## config.mk

```make
export PLATFORM = sky130hd
export DESIGN_NAME = fg_programmer
export DESIGN_NICKNAME = d
export VERILOG_FILES = /design/src/fg_prog_pkg.sv /design/src/fg_clk_divider.sv /design/src/fg_stim_ram.sv /design/src/fg_programmer.sv
export SDC_FILE = /design/constraint.sdc
export NUM_CORES = 2
export LEC_CHECK = 0
export BUFFER_PORTS_ARGS = -buffer_cell sky130_fd_sc_hd__buf_2
export CAP_MARGIN = 10
export CORE_MARGIN = 2
export CORE_UTILIZATION = 30
export DETAILED_ROUTE_END_ITERATION = 10
export GPL_TIMING_DRIVEN = 1
export PLACE_DENSITY = 0.41
export REMOVE_ABC_BUFFERS = 1
export SKIP_LAST_GASP = 1
export SLEW_MARGIN = 20
export SYNTH_ARGS = -nofsm -noshare
export SYNTH_HDL_FRONTEND = slang
export SYNTH_SLANG_ARGS = --single-unit
```

## constraint.sdc

```tcl
create_clock -name sys_clk -period 4.6 [get_ports sys_clk]
set_input_delay 0.69 -clock sys_clk [delete_from_list [all_inputs] [get_ports sys_clk]]
set_output_delay 0.69 -clock sys_clk [all_outputs]
set_load 0.1 [all_outputs]
```

## src/fg_prog_pkg.sv

```systemverilog
// constants, register layout and instruction codes of the floating gate programmer
// ****************************************
// Functional notes
// - code 0 selects readout mode, routes one cell out until another instruction
// - code 1 programs the addressed line upward
// - code 2 programs the addressed line downward
// - code 3 finds next failed cell and reports its column
// - code 4 plays one RAM bank once, stops at last address
// - code 5 plays one RAM bank repeatedly until another instruction
// - timing bits 7:0 limit programming cycles per run
// - verification reads wait the settling time before sampling
// - settling time is timing bits 13:8
// - write pulse time doubles after timing bits 19:14 cycles
// - voltage pulse bits 25:20, current pulse bits 31:26
// - bias bits 3:0 upper voltage, bits 7:4 follower bias, zero is maximum
// - bias bits 11:8 set internal clock to system clock ratio
// - bias bit 12 shorts membrane, bit 13 enables calibration
// - command holds line 4:0, column 12:5, bank 13, instruction 16:14
// - result bits 7:0 give failed cell column
// - result bit 8 high while programming machine is active
// - result bit 9 set when any cell missed its target
// ****************************************
package fg_prog_pkg;
  // ****************************************
  // register map
  // ****************************************
  localparam logic [2:0] bias_addr = 3'h0;
  localparam logic [2:0] timing_addr = 3'h1;
  localparam logic [2:0] command_addr = 3'h2;
  localparam logic [2:0] result_addr = 3'h3;
  localparam logic [2:0] irq_status_addr = 3'h4;
  localparam logic [2:0] irq_mask_addr = 3'h5;
  localparam logic [13:0] bias_reset = 14'h0000;
  localparam logic [31:0] timing_reset = 32'h0000_0000;
  localparam logic [16:0] command_reset = 17'h00000;
  // ****************************************
  // field positions
  // ****************************************
  localparam int max_cycle_lsb = 0;
  localparam int read_time_lsb = 8;
  localparam int pulse_doubling_interval_lsb = 14;
  localparam int voltage_time_lsb = 20;
  localparam int current_time_lsb = 26;
  localparam int upper_prog_bias_lsb = 0;
  localparam int follower_bias_lsb = 4;
  localparam int clock_ratio_lsb = 8;
  localparam int membrane_short_bit = 12;
  localparam int calib_bit = 13;
  localparam int line_index_lsb = 0;
  localparam int column_index_lsb = 5;
  localparam int ram_bank_select_bit = 13;
  localparam int instr_lsb = 14;
  localparam int busy_bit = 8;
  localparam int error_bit = 9;
  // irq bits: 0 run done, 1 cell failed
  localparam int irq_done_bit = 0;
  localparam int irq_fail_bit = 1;
  localparam logic [1:0] irq_reset = 2'h0;
  typedef enum logic [2:0] {
    op_read = 3'h0,
    op_program_line_up = 3'h1,
    op_program_line_down = 3'h2,
    op_find_next_failed_cell = 3'h3,
    op_stimulus_single_pass = 3'h4,
    op_stimulus_continuous = 3'h5
  } instr_t;
endpackage

```

## src/fg_clk_divider.sv

```systemverilog
// tick generator for the controller's internal clock ratio
`timescale 1ns/10ps
`default_nettype none
module fg_clk_divider (
  // clock and reset
  input wire logic sys_clk,
  input wire logic rst_n,
  // control
  input wire logic [3:0] ratio,
  output logic tick
);
  logic [3:0] cnt_reg;
  logic [3:0] cnt_next;
  always_comb begin
    // ratio zero ticks every clock, so the controller never freezes
    if (cnt_reg >= ratio) begin
      cnt_next = 4'h0;
    end else begin
      cnt_next = cnt_reg + 4'h1;
    end
  end
  always_ff @(posedge sys_clk or negedge rst_n) begin
    if (!rst_n) begin
      cnt_reg <= 4'h0;
    end else begin
      cnt_reg <= cnt_next;
    end
  end
  assign tick = (cnt_reg >= ratio);
endmodule
`default_nettype wire

```

## src/fg_stim_ram.sv

```systemverilog
// two-bank stimulus memory with registered read data
`timescale 1ns/10ps
`default_nettype none
module fg_stim_ram #(
  parameter int addr_w = 6,
  parameter int data_w = 10
) (
  // clock
  input wire logic sys_clk,
  // write side
  input wire logic wr_en,
  input wire logic [addr_w:0] wr_addr,
  input wire logic [data_w-1:0] wr_data,
  // read side
  input wire logic [addr_w:0] rd_addr,
  output logic [data_w-1:0] rd_data
);
  logic [data_w-1:0] mem [0:(2**(addr_w+1))-1];
  always_ff @(posedge sys_clk) begin
    if (wr_en) begin
      mem[wr_addr] <= wr_data;
    end
    rd_data <= mem[rd_addr];
  end
endmodule
`default_nettype wire

```

## src/fg_programmer.sv

```systemverilog
// floating gate programming controller with register port and stimulus player
//
// Implementation choices: the register offsets and the plain strobed port.
`timescale 1ns/10ps
`default_nettype none
module fg_programmer
  import fg_prog_pkg::*;
#(
  parameter int ram_addr_w = 6,
  parameter int ram_data_w = 10
) (
  // clock and reset
  input wire logic sys_clk,
  input wire logic rst_n,
  // register port
  input wire logic [2:0] reg_addr,
  input wire logic [31:0] reg_wdata,
  input wire logic reg_wr,
  input wire logic reg_rd,
  output logic [31:0] reg_rdata,
  // stimulus ram load port
  input wire logic ram_wr,
  input wire logic [ram_addr_w:0] ram_wr_addr,
  input wire logic [ram_data_w-1:0] ram_wr_data,
  // analog array control
  output logic [4:0] line_sel,
  output logic [7:0] column_sel,
  output logic readout_mode,
  output logic cell_route_en,
  output logic prog_up,
  output logic prog_down,
  output logic voltage_pulse,
  output logic current_pulse,
  output logic verify_sample,
  input wire logic cell_reached,
  output logic [3:0] upper_prog_bias,
  output logic [3:0] follower_bias,
  output logic membrane_short,
  output logic calib_en,
  // neuron stimulus
  output logic [ram_data_w-1:0] stim_value,
  output logic stim_valid,
  // interrupt
  output logic irq
);
  import fg_prog_pkg::*;
  typedef enum logic [2:0] {
    st_idle, st_readout, st_pulse, st_settle, st_search, st_stim
  } state_t;
  // ****************************************
  // registers
  // ****************************************
  logic [13:0] bias_reg;
  logic [31:0] timing_reg;
  logic [16:0] command_reg;
  logic [1:0] irq_status_reg, irq_status_next;
  logic [1:0] irq_mask_reg;
  logic [31:0] rdata_next;
  logic cmd_start;
  state_t state_reg, state_next;
  logic [7:0] cycle_reg, cycle_next;
  logic [7:0] cnt_reg, cnt_next;
  logic [5:0] accel_reg, accel_next;
  logic [1:0] shift_reg, shift_next;
  logic [127:0] fail_map_reg, fail_map_next;
  logic [7:0] col_reg, col_next;
  logic [7:0] failed_column_reg, failed_column_next;
  logic error_reg, error_next;
  logic [ram_addr_w-1:0] stim_addr_reg, stim_addr_next;
  logic stim_valid_reg, stim_valid_next;
  logic phase_reg, phase_next;
  logic done_evt, fail_evt;
  logic tick;
  logic [ram_data_w-1:0] ram_rd_data;
  instr_t instr;
  logic busy;
  function automatic logic [7:0] pulse_len(input logic [5:0] base, input logic [1:0] sh);
    pulse_len = 8'({2'h0, base} << sh);
  endfunction
  assign instr = instr_t'(command_reg[instr_lsb +: 3]);
  assign cmd_start = reg_wr && (reg_addr == command_addr);
  assign busy = (state_reg != st_idle) && (state_reg != st_readout);
  always_ff @(posedge sys_clk or negedge rst_n) begin
    if (!rst_n) begin
      bias_reg <= bias_reset;
      timing_reg <= timing_reset;
      command_reg <= command_reset;
      irq_mask_reg <= irq_reset;
    end else if (reg_wr) begin
      if (reg_addr == bias_addr) bias_reg <= reg_wdata[13:0];
      if (reg_addr == timing_addr) timing_reg <= reg_wdata;
      if (reg_addr == command_addr) command_reg <= reg_wdata[16:0];
      if (reg_addr == irq_mask_addr) irq_mask_reg <= reg_wdata[1:0];
    end
  end
  // ****************************************
  // static outputs
  // ****************************************
  assign upper_prog_bias = bias_reg[upper_prog_bias_lsb +: 4];
  assign follower_bias = bias_reg[follower_bias_lsb +: 4];
  assign membrane_short = bias_reg[membrane_short_bit];
  assign calib_en = bias_reg[calib_bit];
  assign line_sel = command_reg[line_index_lsb +: 5];
  fg_clk_divider u_div (
    .sys_clk(sys_clk),
    .rst_n(rst_n),
    .ratio(bias_reg[clock_ratio_lsb +: 4]),
    .tick(tick)
  );
  fg_stim_ram #(.addr_w(ram_addr_w), .data_w(ram_data_w)) u_ram (
    .sys_clk(sys_clk),
    .wr_en(ram_wr),
    .wr_addr(ram_wr_addr),
    .wr_data(ram_wr_data),
    .rd_addr({command_reg[ram_bank_select_bit], stim_addr_reg}),
    .rd_data(ram_rd_data)
  );
  // ****************************************
  // programming state machine
  // ****************************************
  always_comb begin
    state_next = state_reg;
    cycle_next = cycle_reg;
    cnt_next = cnt_reg;
    accel_next = accel_reg;
    shift_next = shift_reg;
    fail_map_next = fail_map_reg;
    col_next = col_reg;
    failed_column_next = failed_column_reg;
    error_next = error_reg;
    stim_addr_next = stim_addr_reg;
    stim_valid_next = 1'b0;
    phase_next = phase_reg;
    done_evt = 1'b0;
    fail_evt = 1'b0;
    if (cmd_start) begin
      cycle_next = 8'h0;
      accel_next = 6'h0;
      shift_next = 2'h0;
      cnt_next = 8'h0;
      phase_next = 1'b0;
      stim_addr_next = '0;
      col_next = reg_wdata[column_index_lsb +: 8];
      unique case (reg_wdata[instr_lsb +: 3])
        3'h0: state_next = st_readout;
        3'h1, 3'h2: begin
          state_next = st_pulse;
          fail_map_next = '0;
          error_next = 1'b0;
        end
        3'h3: state_next = st_search;
        3'h4, 3'h5: state_next = st_stim;
        default: state_next = st_idle;
      endcase
    end else if (tick) begin
      unique case (state_reg)
        st_idle, st_readout: begin
        end
        st_pulse: begin
          // voltage phase then current phase, each stretched by the doubling shift
          if (cnt_reg + 8'h1 >= pulse_len(phase_reg ? timing_reg[current_time_lsb +: 6]
              : timing_reg[voltage_time_lsb +: 6], shift_reg)) begin
            cnt_next = 8'h0;
            if (phase_reg) begin
              phase_next = 1'b0;
              state_next = st_settle;
            end else begin
              phase_next = 1'b1;
            end
          end else begin
            cnt_next = cnt_reg + 8'h1;
          end
        end
        st_settle: begin
          if (cnt_reg >= {2'h0, timing_reg[read_time_lsb +: 6]}) begin
            cnt_next = 8'h0;
            cycle_next = cycle_reg + 8'h1;
            if (accel_reg + 6'h1 >= timing_reg[pulse_doubling_interval_lsb +: 6]) begin
              accel_next = 6'h0;
              if (shift_reg != 2'h3) shift_next = shift_reg + 2'h1;
            end else begin
              accel_next = accel_reg + 6'h1;
            end
            if (cell_reached) begin
              state_next = st_idle;
              done_evt = 1'b1;
            end else if (cycle_reg + 8'h1 >= timing_reg[max_cycle_lsb +: 8]) begin
              state_next = st_idle;
              done_evt = 1'b1;
              fail_evt = 1'b1;
              error_next = 1'b1;
              fail_map_next[col_reg[6:0]] = 1'b1;
              failed_column_next = col_reg;
            end else begin
              state_next = st_pulse;
            end
          end else begin
            cnt_next = cnt_reg + 8'h1;
          end
        end
        st_search: begin
          // one column per tick, wraps over the whole map once
          if (fail_map_reg[col_reg[6:0]]) begin
            failed_column_next = {1'b0, col_reg[6:0]};
            fail_map_next[col_reg[6:0]] = 1'b0;
            state_next = st_idle;
            done_evt = 1'b1;
          end else if (cnt_reg == 8'h7f) begin
            state_next = st_idle;
            done_evt = 1'b1;
          end else begin
            cnt_next = cnt_reg + 8'h1;
            // stay inside the 128-entry map so a wrapped hit reports a real column
            col_next = {1'b0, col_reg[6:0] + 7'h1};
          end
        end
        st_stim: begin
          stim_valid_next = 1'b1;
          stim_addr_next = stim_addr_reg + ram_addr_w'(1);
          if (&stim_addr_reg && (instr == op_stimulus_single_pass)) begin
            state_next = st_idle;
            done_evt = 1'b1;
          end
        end
        default: state_next = st_idle;
      endcase
    end
  end
  always_ff @(posedge sys_clk or negedge rst_n) begin
    if (!rst_n) begin
      state_reg <= st_idle;
      cycle_reg <= 8'h0;
      cnt_reg <= 8'h0;
      accel_reg <= 6'h0;
      shift_reg <= 2'h0;
      fail_map_reg <= '0;
      col_reg <= 8'h0;
      failed_column_reg <= 8'h0;
      error_reg <= 1'b0;
      stim_addr_reg <= '0;
      stim_valid_reg <= 1'b0;
      phase_reg <= 1'b0;
    end else begin
      state_reg <= state_next;
      cycle_reg <= cycle_next;
      cnt_reg <= cnt_next;
      accel_reg <= accel_next;
      shift_reg <= shift_next;
      fail_map_reg <= fail_map_next;
      col_reg <= col_next;
      failed_column_reg <= failed_column_next;
      error_reg <= error_next;
      stim_addr_reg <= stim_addr_next;
      stim_valid_reg <= stim_valid_next;
      phase_reg <= phase_next;
    end
  end
  // ****************************************
  // array and stimulus outputs
  // ****************************************
  assign column_sel = col_reg;
  assign readout_mode = (state_reg == st_readout);
  assign cell_route_en = (state_reg == st_readout);
  assign prog_up = (state_reg == st_pulse) && (instr == op_program_line_up);
  assign prog_down = (state_reg == st_pulse) && (instr == op_program_line_down);
  assign voltage_pulse = (state_reg == st_pulse) && !phase_reg;
  assign current_pulse = (state_reg == st_pulse) && phase_reg;
  assign verify_sample = (state_reg == st_settle) && tick
    && (cnt_reg >= {2'h0, timing_reg[read_time_lsb +: 6]});
  assign stim_value = ram_rd_data;
  assign stim_valid = stim_valid_reg;
  // ****************************************
  // interrupts and read port
  // ****************************************
  always_comb begin
    irq_status_next = irq_status_reg;
    if (reg_wr && (reg_addr == irq_status_addr)) begin
      irq_status_next = irq_status_reg & ~reg_wdata[1:0];
    end
    // set wins over a clear in the same cycle
    if (done_evt) irq_status_next[irq_done_bit] = 1'b1;
    if (fail_evt) irq_status_next[irq_fail_bit] = 1'b1;
    rdata_next = 32'h0;
    if (reg_rd) begin
      unique case (reg_addr)
        bias_addr: rdata_next = {18'h0, bias_reg};
        timing_addr: rdata_next = timing_reg;
        command_addr: rdata_next = {15'h0, command_reg};
        result_addr: rdata_next = {22'h0, error_reg, busy, failed_column_reg};
        irq_status_addr: rdata_next = {30'h0, irq_status_reg};
        irq_mask_addr: rdata_next = {30'h0, irq_mask_reg};
        default: rdata_next = 32'h0;
      endcase
    end
  end
  always_ff @(posedge sys_clk or negedge rst_n) begin
    if (!rst_n) begin
      irq_status_reg <= irq_reset;
      reg_rdata <= 32'h0;
    end else begin
      irq_status_reg <= irq_status_next;
      reg_rdata <= rdata_next;
    end
  end
  assign irq = |(irq_status_reg & irq_mask_reg);
  // ****************************************
  // checks
  // ****************************************
  a_busy_matches_state: assert property (@(posedge sys_clk) disable iff (!rst_n)
    reg_rd && reg_addr == result_addr |=> reg_rdata[busy_bit] == $past(busy))
    else $error("busy bit does not follow state");
  a_readout_holds: assert property (@(posedge sys_clk) disable iff (!rst_n)
    readout_mode && !cmd_start |=> readout_mode)
    else $error("readout dropped without new instruction");
  a_cycle_limit: assert property (@(posedge sys_clk) disable iff (!rst_n)
    busy && (instr == op_program_line_up || instr == op_program_line_down)
    && timing_reg[7:0] != 8'h0 |-> cycle_reg < timing_reg[7:0])
    else $error("programming exceeded cycle limit");
  a_error_sticky: assert property (@(posedge sys_clk) disable iff (!rst_n)
    error_reg && !cmd_start |=> error_reg)
    else $error("error flag lost");
  a_fail_sets_error: assert property (@(posedge sys_clk) disable iff (!rst_n)
    fail_evt |=> error_reg && irq_status_reg[irq_fail_bit])
    else $error("failure not reported");
  a_up_down_excl: assert property (@(posedge sys_clk) disable iff (!rst_n)
    !(prog_up && prog_down))
    else $error("both program directions active");
  a_single_pass_end: assert property (@(posedge sys_clk) disable iff (!rst_n)
    state_reg == st_stim && instr == op_stimulus_single_pass && tick && !cmd_start
    && &stim_addr_reg |=> state_reg == st_idle)
    else $error("single pass did not stop at last address");
  a_continuous_runs: assert property (@(posedge sys_clk) disable iff (!rst_n)
    state_reg == st_stim && instr == op_stimulus_continuous && !cmd_start
    |=> state_reg == st_stim)
    else $error("continuous stimulus stopped");
  // settle age counts raw clocks, so the check does not lean on the tick counter
  logic [7:0] settle_age_reg, settle_age_next;
  always_comb begin
    settle_age_next = 8'h0;
    if (state_reg == st_settle) begin
      settle_age_next = (settle_age_reg == 8'hff) ? settle_age_reg : settle_age_reg + 8'h1;
    end
  end
  always_ff @(posedge sys_clk or negedge rst_n) begin
    if (!rst_n) begin
      settle_age_reg <= 8'h0;
    end else begin
      settle_age_reg <= settle_age_next;
    end
  end
  a_verify_waits: assert property (@(posedge sys_clk) disable iff (!rst_n)
    verify_sample |-> settle_age_reg >= {2'h0, timing_reg[read_time_lsb +: 6]})
    else $error("sample taken before settling");
endmodule
`default_nettype wire

```

==> impl_metrics.toml <==
[synth]
synth-seq-cells = 1573
synth_top_family_by_area = "multiplexers"
synth.area.top_cells = "edfxtp_1 (60%), mux4_2 (15%), dfrtp_1 (11%)"
synthMuxAreaShare_pct = 16.73
async_flop_share_pct = 17.99
ys_warn_count = 0
synth_compound_area_share_pct = 4.051
synthAdderAreaFrac_pct = 0.7573
syn_area_sq_um = 64440
yosysSeqAreaShare_pct = 70.95
synth_top_area_share_pct = 59.65
postSynthAreaPerCell_sq_um = 18.59
syn-instance-count = 3467
ys.flop_type = "edfxtp_1"
synth.distinct_cells = 80
yosys.area.top_type = "edfxtp_1"
synth-edff-count = 1280
synth_xor_area_share_pct = 0.4214
synth-simple-area-share_pct = 5.249

[die]
start_util_pct = 30.11
io_pins = 132
dieWidth_microns = 467.5
dieHeight_microns = 467.5
die-area_sq_um = 218500
rows = 170
coreArea_sq_um = 214000

[global_route]
grt_pass1_wl_microns = 271300
grt_overflow = 0
grt_max_degree = 136
grt.total_usage_pct = 17.17
antenna_found_initial = 16
first_global_vias = 35166

[drt]
via_per_inst = 5.095
wl_microns = 188400
wl_per_cell_microns = 27.97
remaining_drc_errors = 0
drt_iter0_drc = 3224
via_count = 34314
ant_nets = 0
drtPass1Iterations = 5

[run_status]
status = "completed"

[place]
pre_cts_slack_ns = 0.5006
dp_hpwl_microns = 118300
dp_cells = 6422
gp_congestion = 0.8155
portBuffers = 131

[worst_setup_path]
endpoint_kind = "output pin"
reg2regPathDepth = 9
crit_end = "verify_sample"
critPathKind = "flip-flop to output pin"
worstPathArrival_ns = 3.65
reg2reg_setup_slack_ns = 0.42
r2r-end = "fail_map_reg[107]"
r2r-start = "column_sel[1]"
crit_start = "cnt_reg[4]"
crit_required_ns = 3.91
start_kind = "flip-flop"
cp_max_fo = 9

[timing]
max_freq_ghz = 0.2306
min_period_ns = 4.337
slew_viol_final = 0
slew-limit-headroom_pct = 26.10
clock_skew_ns = 0.05495
hold_viol_final = 0
worstMarginPinSlew_ns = 1.104
fin_crit_sh_pct = 94.28
setup_viol = 0
fin_ws_ns = 0.2632

[cells_and_area]
fin_cells = 6735
fillers = 20260
largest_reg_flops = 1280
drive_gt1_share_pct = 28.76
fin_nets = 3861
post-route-util_pct = 35.24
syn2layout_area_growth_pct = 17.02

[clock_tree]
numCtsBuffers = 177
post_cts.repair.setup_buffers = 0
clk_pin_slew_ns = 0.06
clock-sinks = 1573
root_buffer = "clkbuf_16"
ctsLongestPathBuffers = 3
cts_max_level = 4
tritoncts = "built"
clock_latency_ns = 0.83

[worst_hold_path]
hold_class = "input pin to flip-flop"

[power]
p_leak_nw = 24.50
vdd.ir_drop.worst_mv = 0.4184
powerDensity_nw_per_um2 = 539.7

[job]
maxCapViolCount = 0
placed cells by master, fill, tap and decap left out, drive strengths merged, types with 5 or more instances in the layout:
cell      Yosys  layout
o311ai       14      14
dfxtp        10      10
nor2b        25      25
xor2         13      13
clkinv        1      56
nor4         40      40
o21ai        69      69
nor2        193     193
inv          36      42
edfxtp     1280    1280
dfrtp       283     283
nand4         5       5
mux4        429     429
a22o          8       8
o31ai        12      12
clkbuf      130     228
bufinv        0      14
xnor2        18      18
buf          92     339
a22oi         7       7
nand4b       11      11
a21oi        22      22
nor3         27      27
o22ai        57      57
mux2i        55      55
and3         85      85
nand3        44      44
and2         18      18
a221o        80      80
a21o         16      16
a31o         14      14
clkinvlp      0       6
nor4bb        9       9
nand2       196     196
ha           39      39
mux2         50      50
nand2b       21      21
kinds of logic after synthesis:
kind of cell | Yosys count
xor gates and xnor gates | 31
adders and majority gates | 39
DFF | 1573
AOI/OAI and AO/OA | 340
muxes | 534
buffers and inverters | 259
and+or+nand+nor | 691
timing repair:
item                                    CTS  global route
hold endpoints to repair                 99             0
hold buffers                              1             0
endpoints found under the setup margin    0             1
gates resized for setup                   0             1
worst min path at each step:
stage,end,depth (start not counted),slack (ns),from
after global placement,command_reg[5],2,0.46,command_reg[5]
after floorplan,accel_reg[0],0,0.39,rst_n
after detailed placement,command_reg[5],2,0.47,command_reg[5]
after CTS,timing_reg[17],3,0.05,reg_wdata[17]
after global routing,timing_reg[17],3,0.08,reg_wdata[17]
final,timing_reg[17],3,0.12,reg_wdata[17]
stage by stage:
step,hold slack (ns),total power [mW],cell area (sq um),setup TNS [ns]
after floorplan,0.3944,23.31,63390,-451.94
after global placement,0.4604,27.13,69610,0
after detailed placement,0.4670,27.12,69630,0
after CTS,0.04910,41.32,75370,0
after global routing,0.08327,42.34,75400,-0.01557
final,0.1208,40.69,75400,0
layout make-up:
cell class	count	area [sq um]	share of cell area [%]
diodes	3	7.507	0.009956
clock buffers	228	4702	6.236
clock inverters	81	1033	1.371
inverters	37	142.6	0.1892
multi-input cells	1635	17650	23.40
flip-flops and latches	1573	45740	60.66
well taps	2838	3551	4.709
repair buffers	340	2579	3.420
metal layers:
metal | track usage, % | wire length [microns] | vias up
met5 | 0 | 99 | -
met4 | 3.255 | 3047 | 16
met3 | 2.930 | 8824 | 222
met2 | 27.02 | 88210 | 904
met1 | 25.07 | 88200 | 18445
li1 | - | - | 14727
cells in the mapped netlist (4+ instances only):
cell	count
mux2_2	50
nor4_1	40
and2_1	16
nor3_1	25
a31o_2	14
nor2b_1	25
o21ai_0	68
a21oi_1	22
o31ai_1	12
buf_2	11
nor4bb_1	9
a22oi_1	7
a22o_1	8
xnor2_1	18
ha_1	39
dfxtp_1	10
o211ai_1	4
buf_1	43
a211oi_1	4
edfxtp_1	1280
mux4_2	428
nand4b_1	11
a32o_1	4
nand2_1	195
a221o_1	80
and3_1	85
inv_1	35
o311ai_0	14
clkbuf_1	129
buf_6	13
nand3_1	43
dfrtp_1	283
nand4_1	5
buf_4	24
xor2_1	13
a21o_1	16
mux2i_1	55
nor2_1	192
nand2b_1	21
o22ai_1	57
report_power, final:
part / leakage, nW / switching [mW] / internal [mW]
registers: 15.0 / 0.629 / 15.8
logic: 6.78 / 6.04 / 4.12
clock network: 2.76 / 6.02 / 8.05
worst max-delay path, cell delays in order, from the launching register on:
cell and delay, ns:
dfrtp_1 0.44, ha_1 0.32, a21o_1 0.16, a2111oi_0 0.40
o21ai_0 0.31, nand3b_1 0.45, clkinvlp_4 0.38, buf_2 0.39
Power figures use the tool's default switching activity.
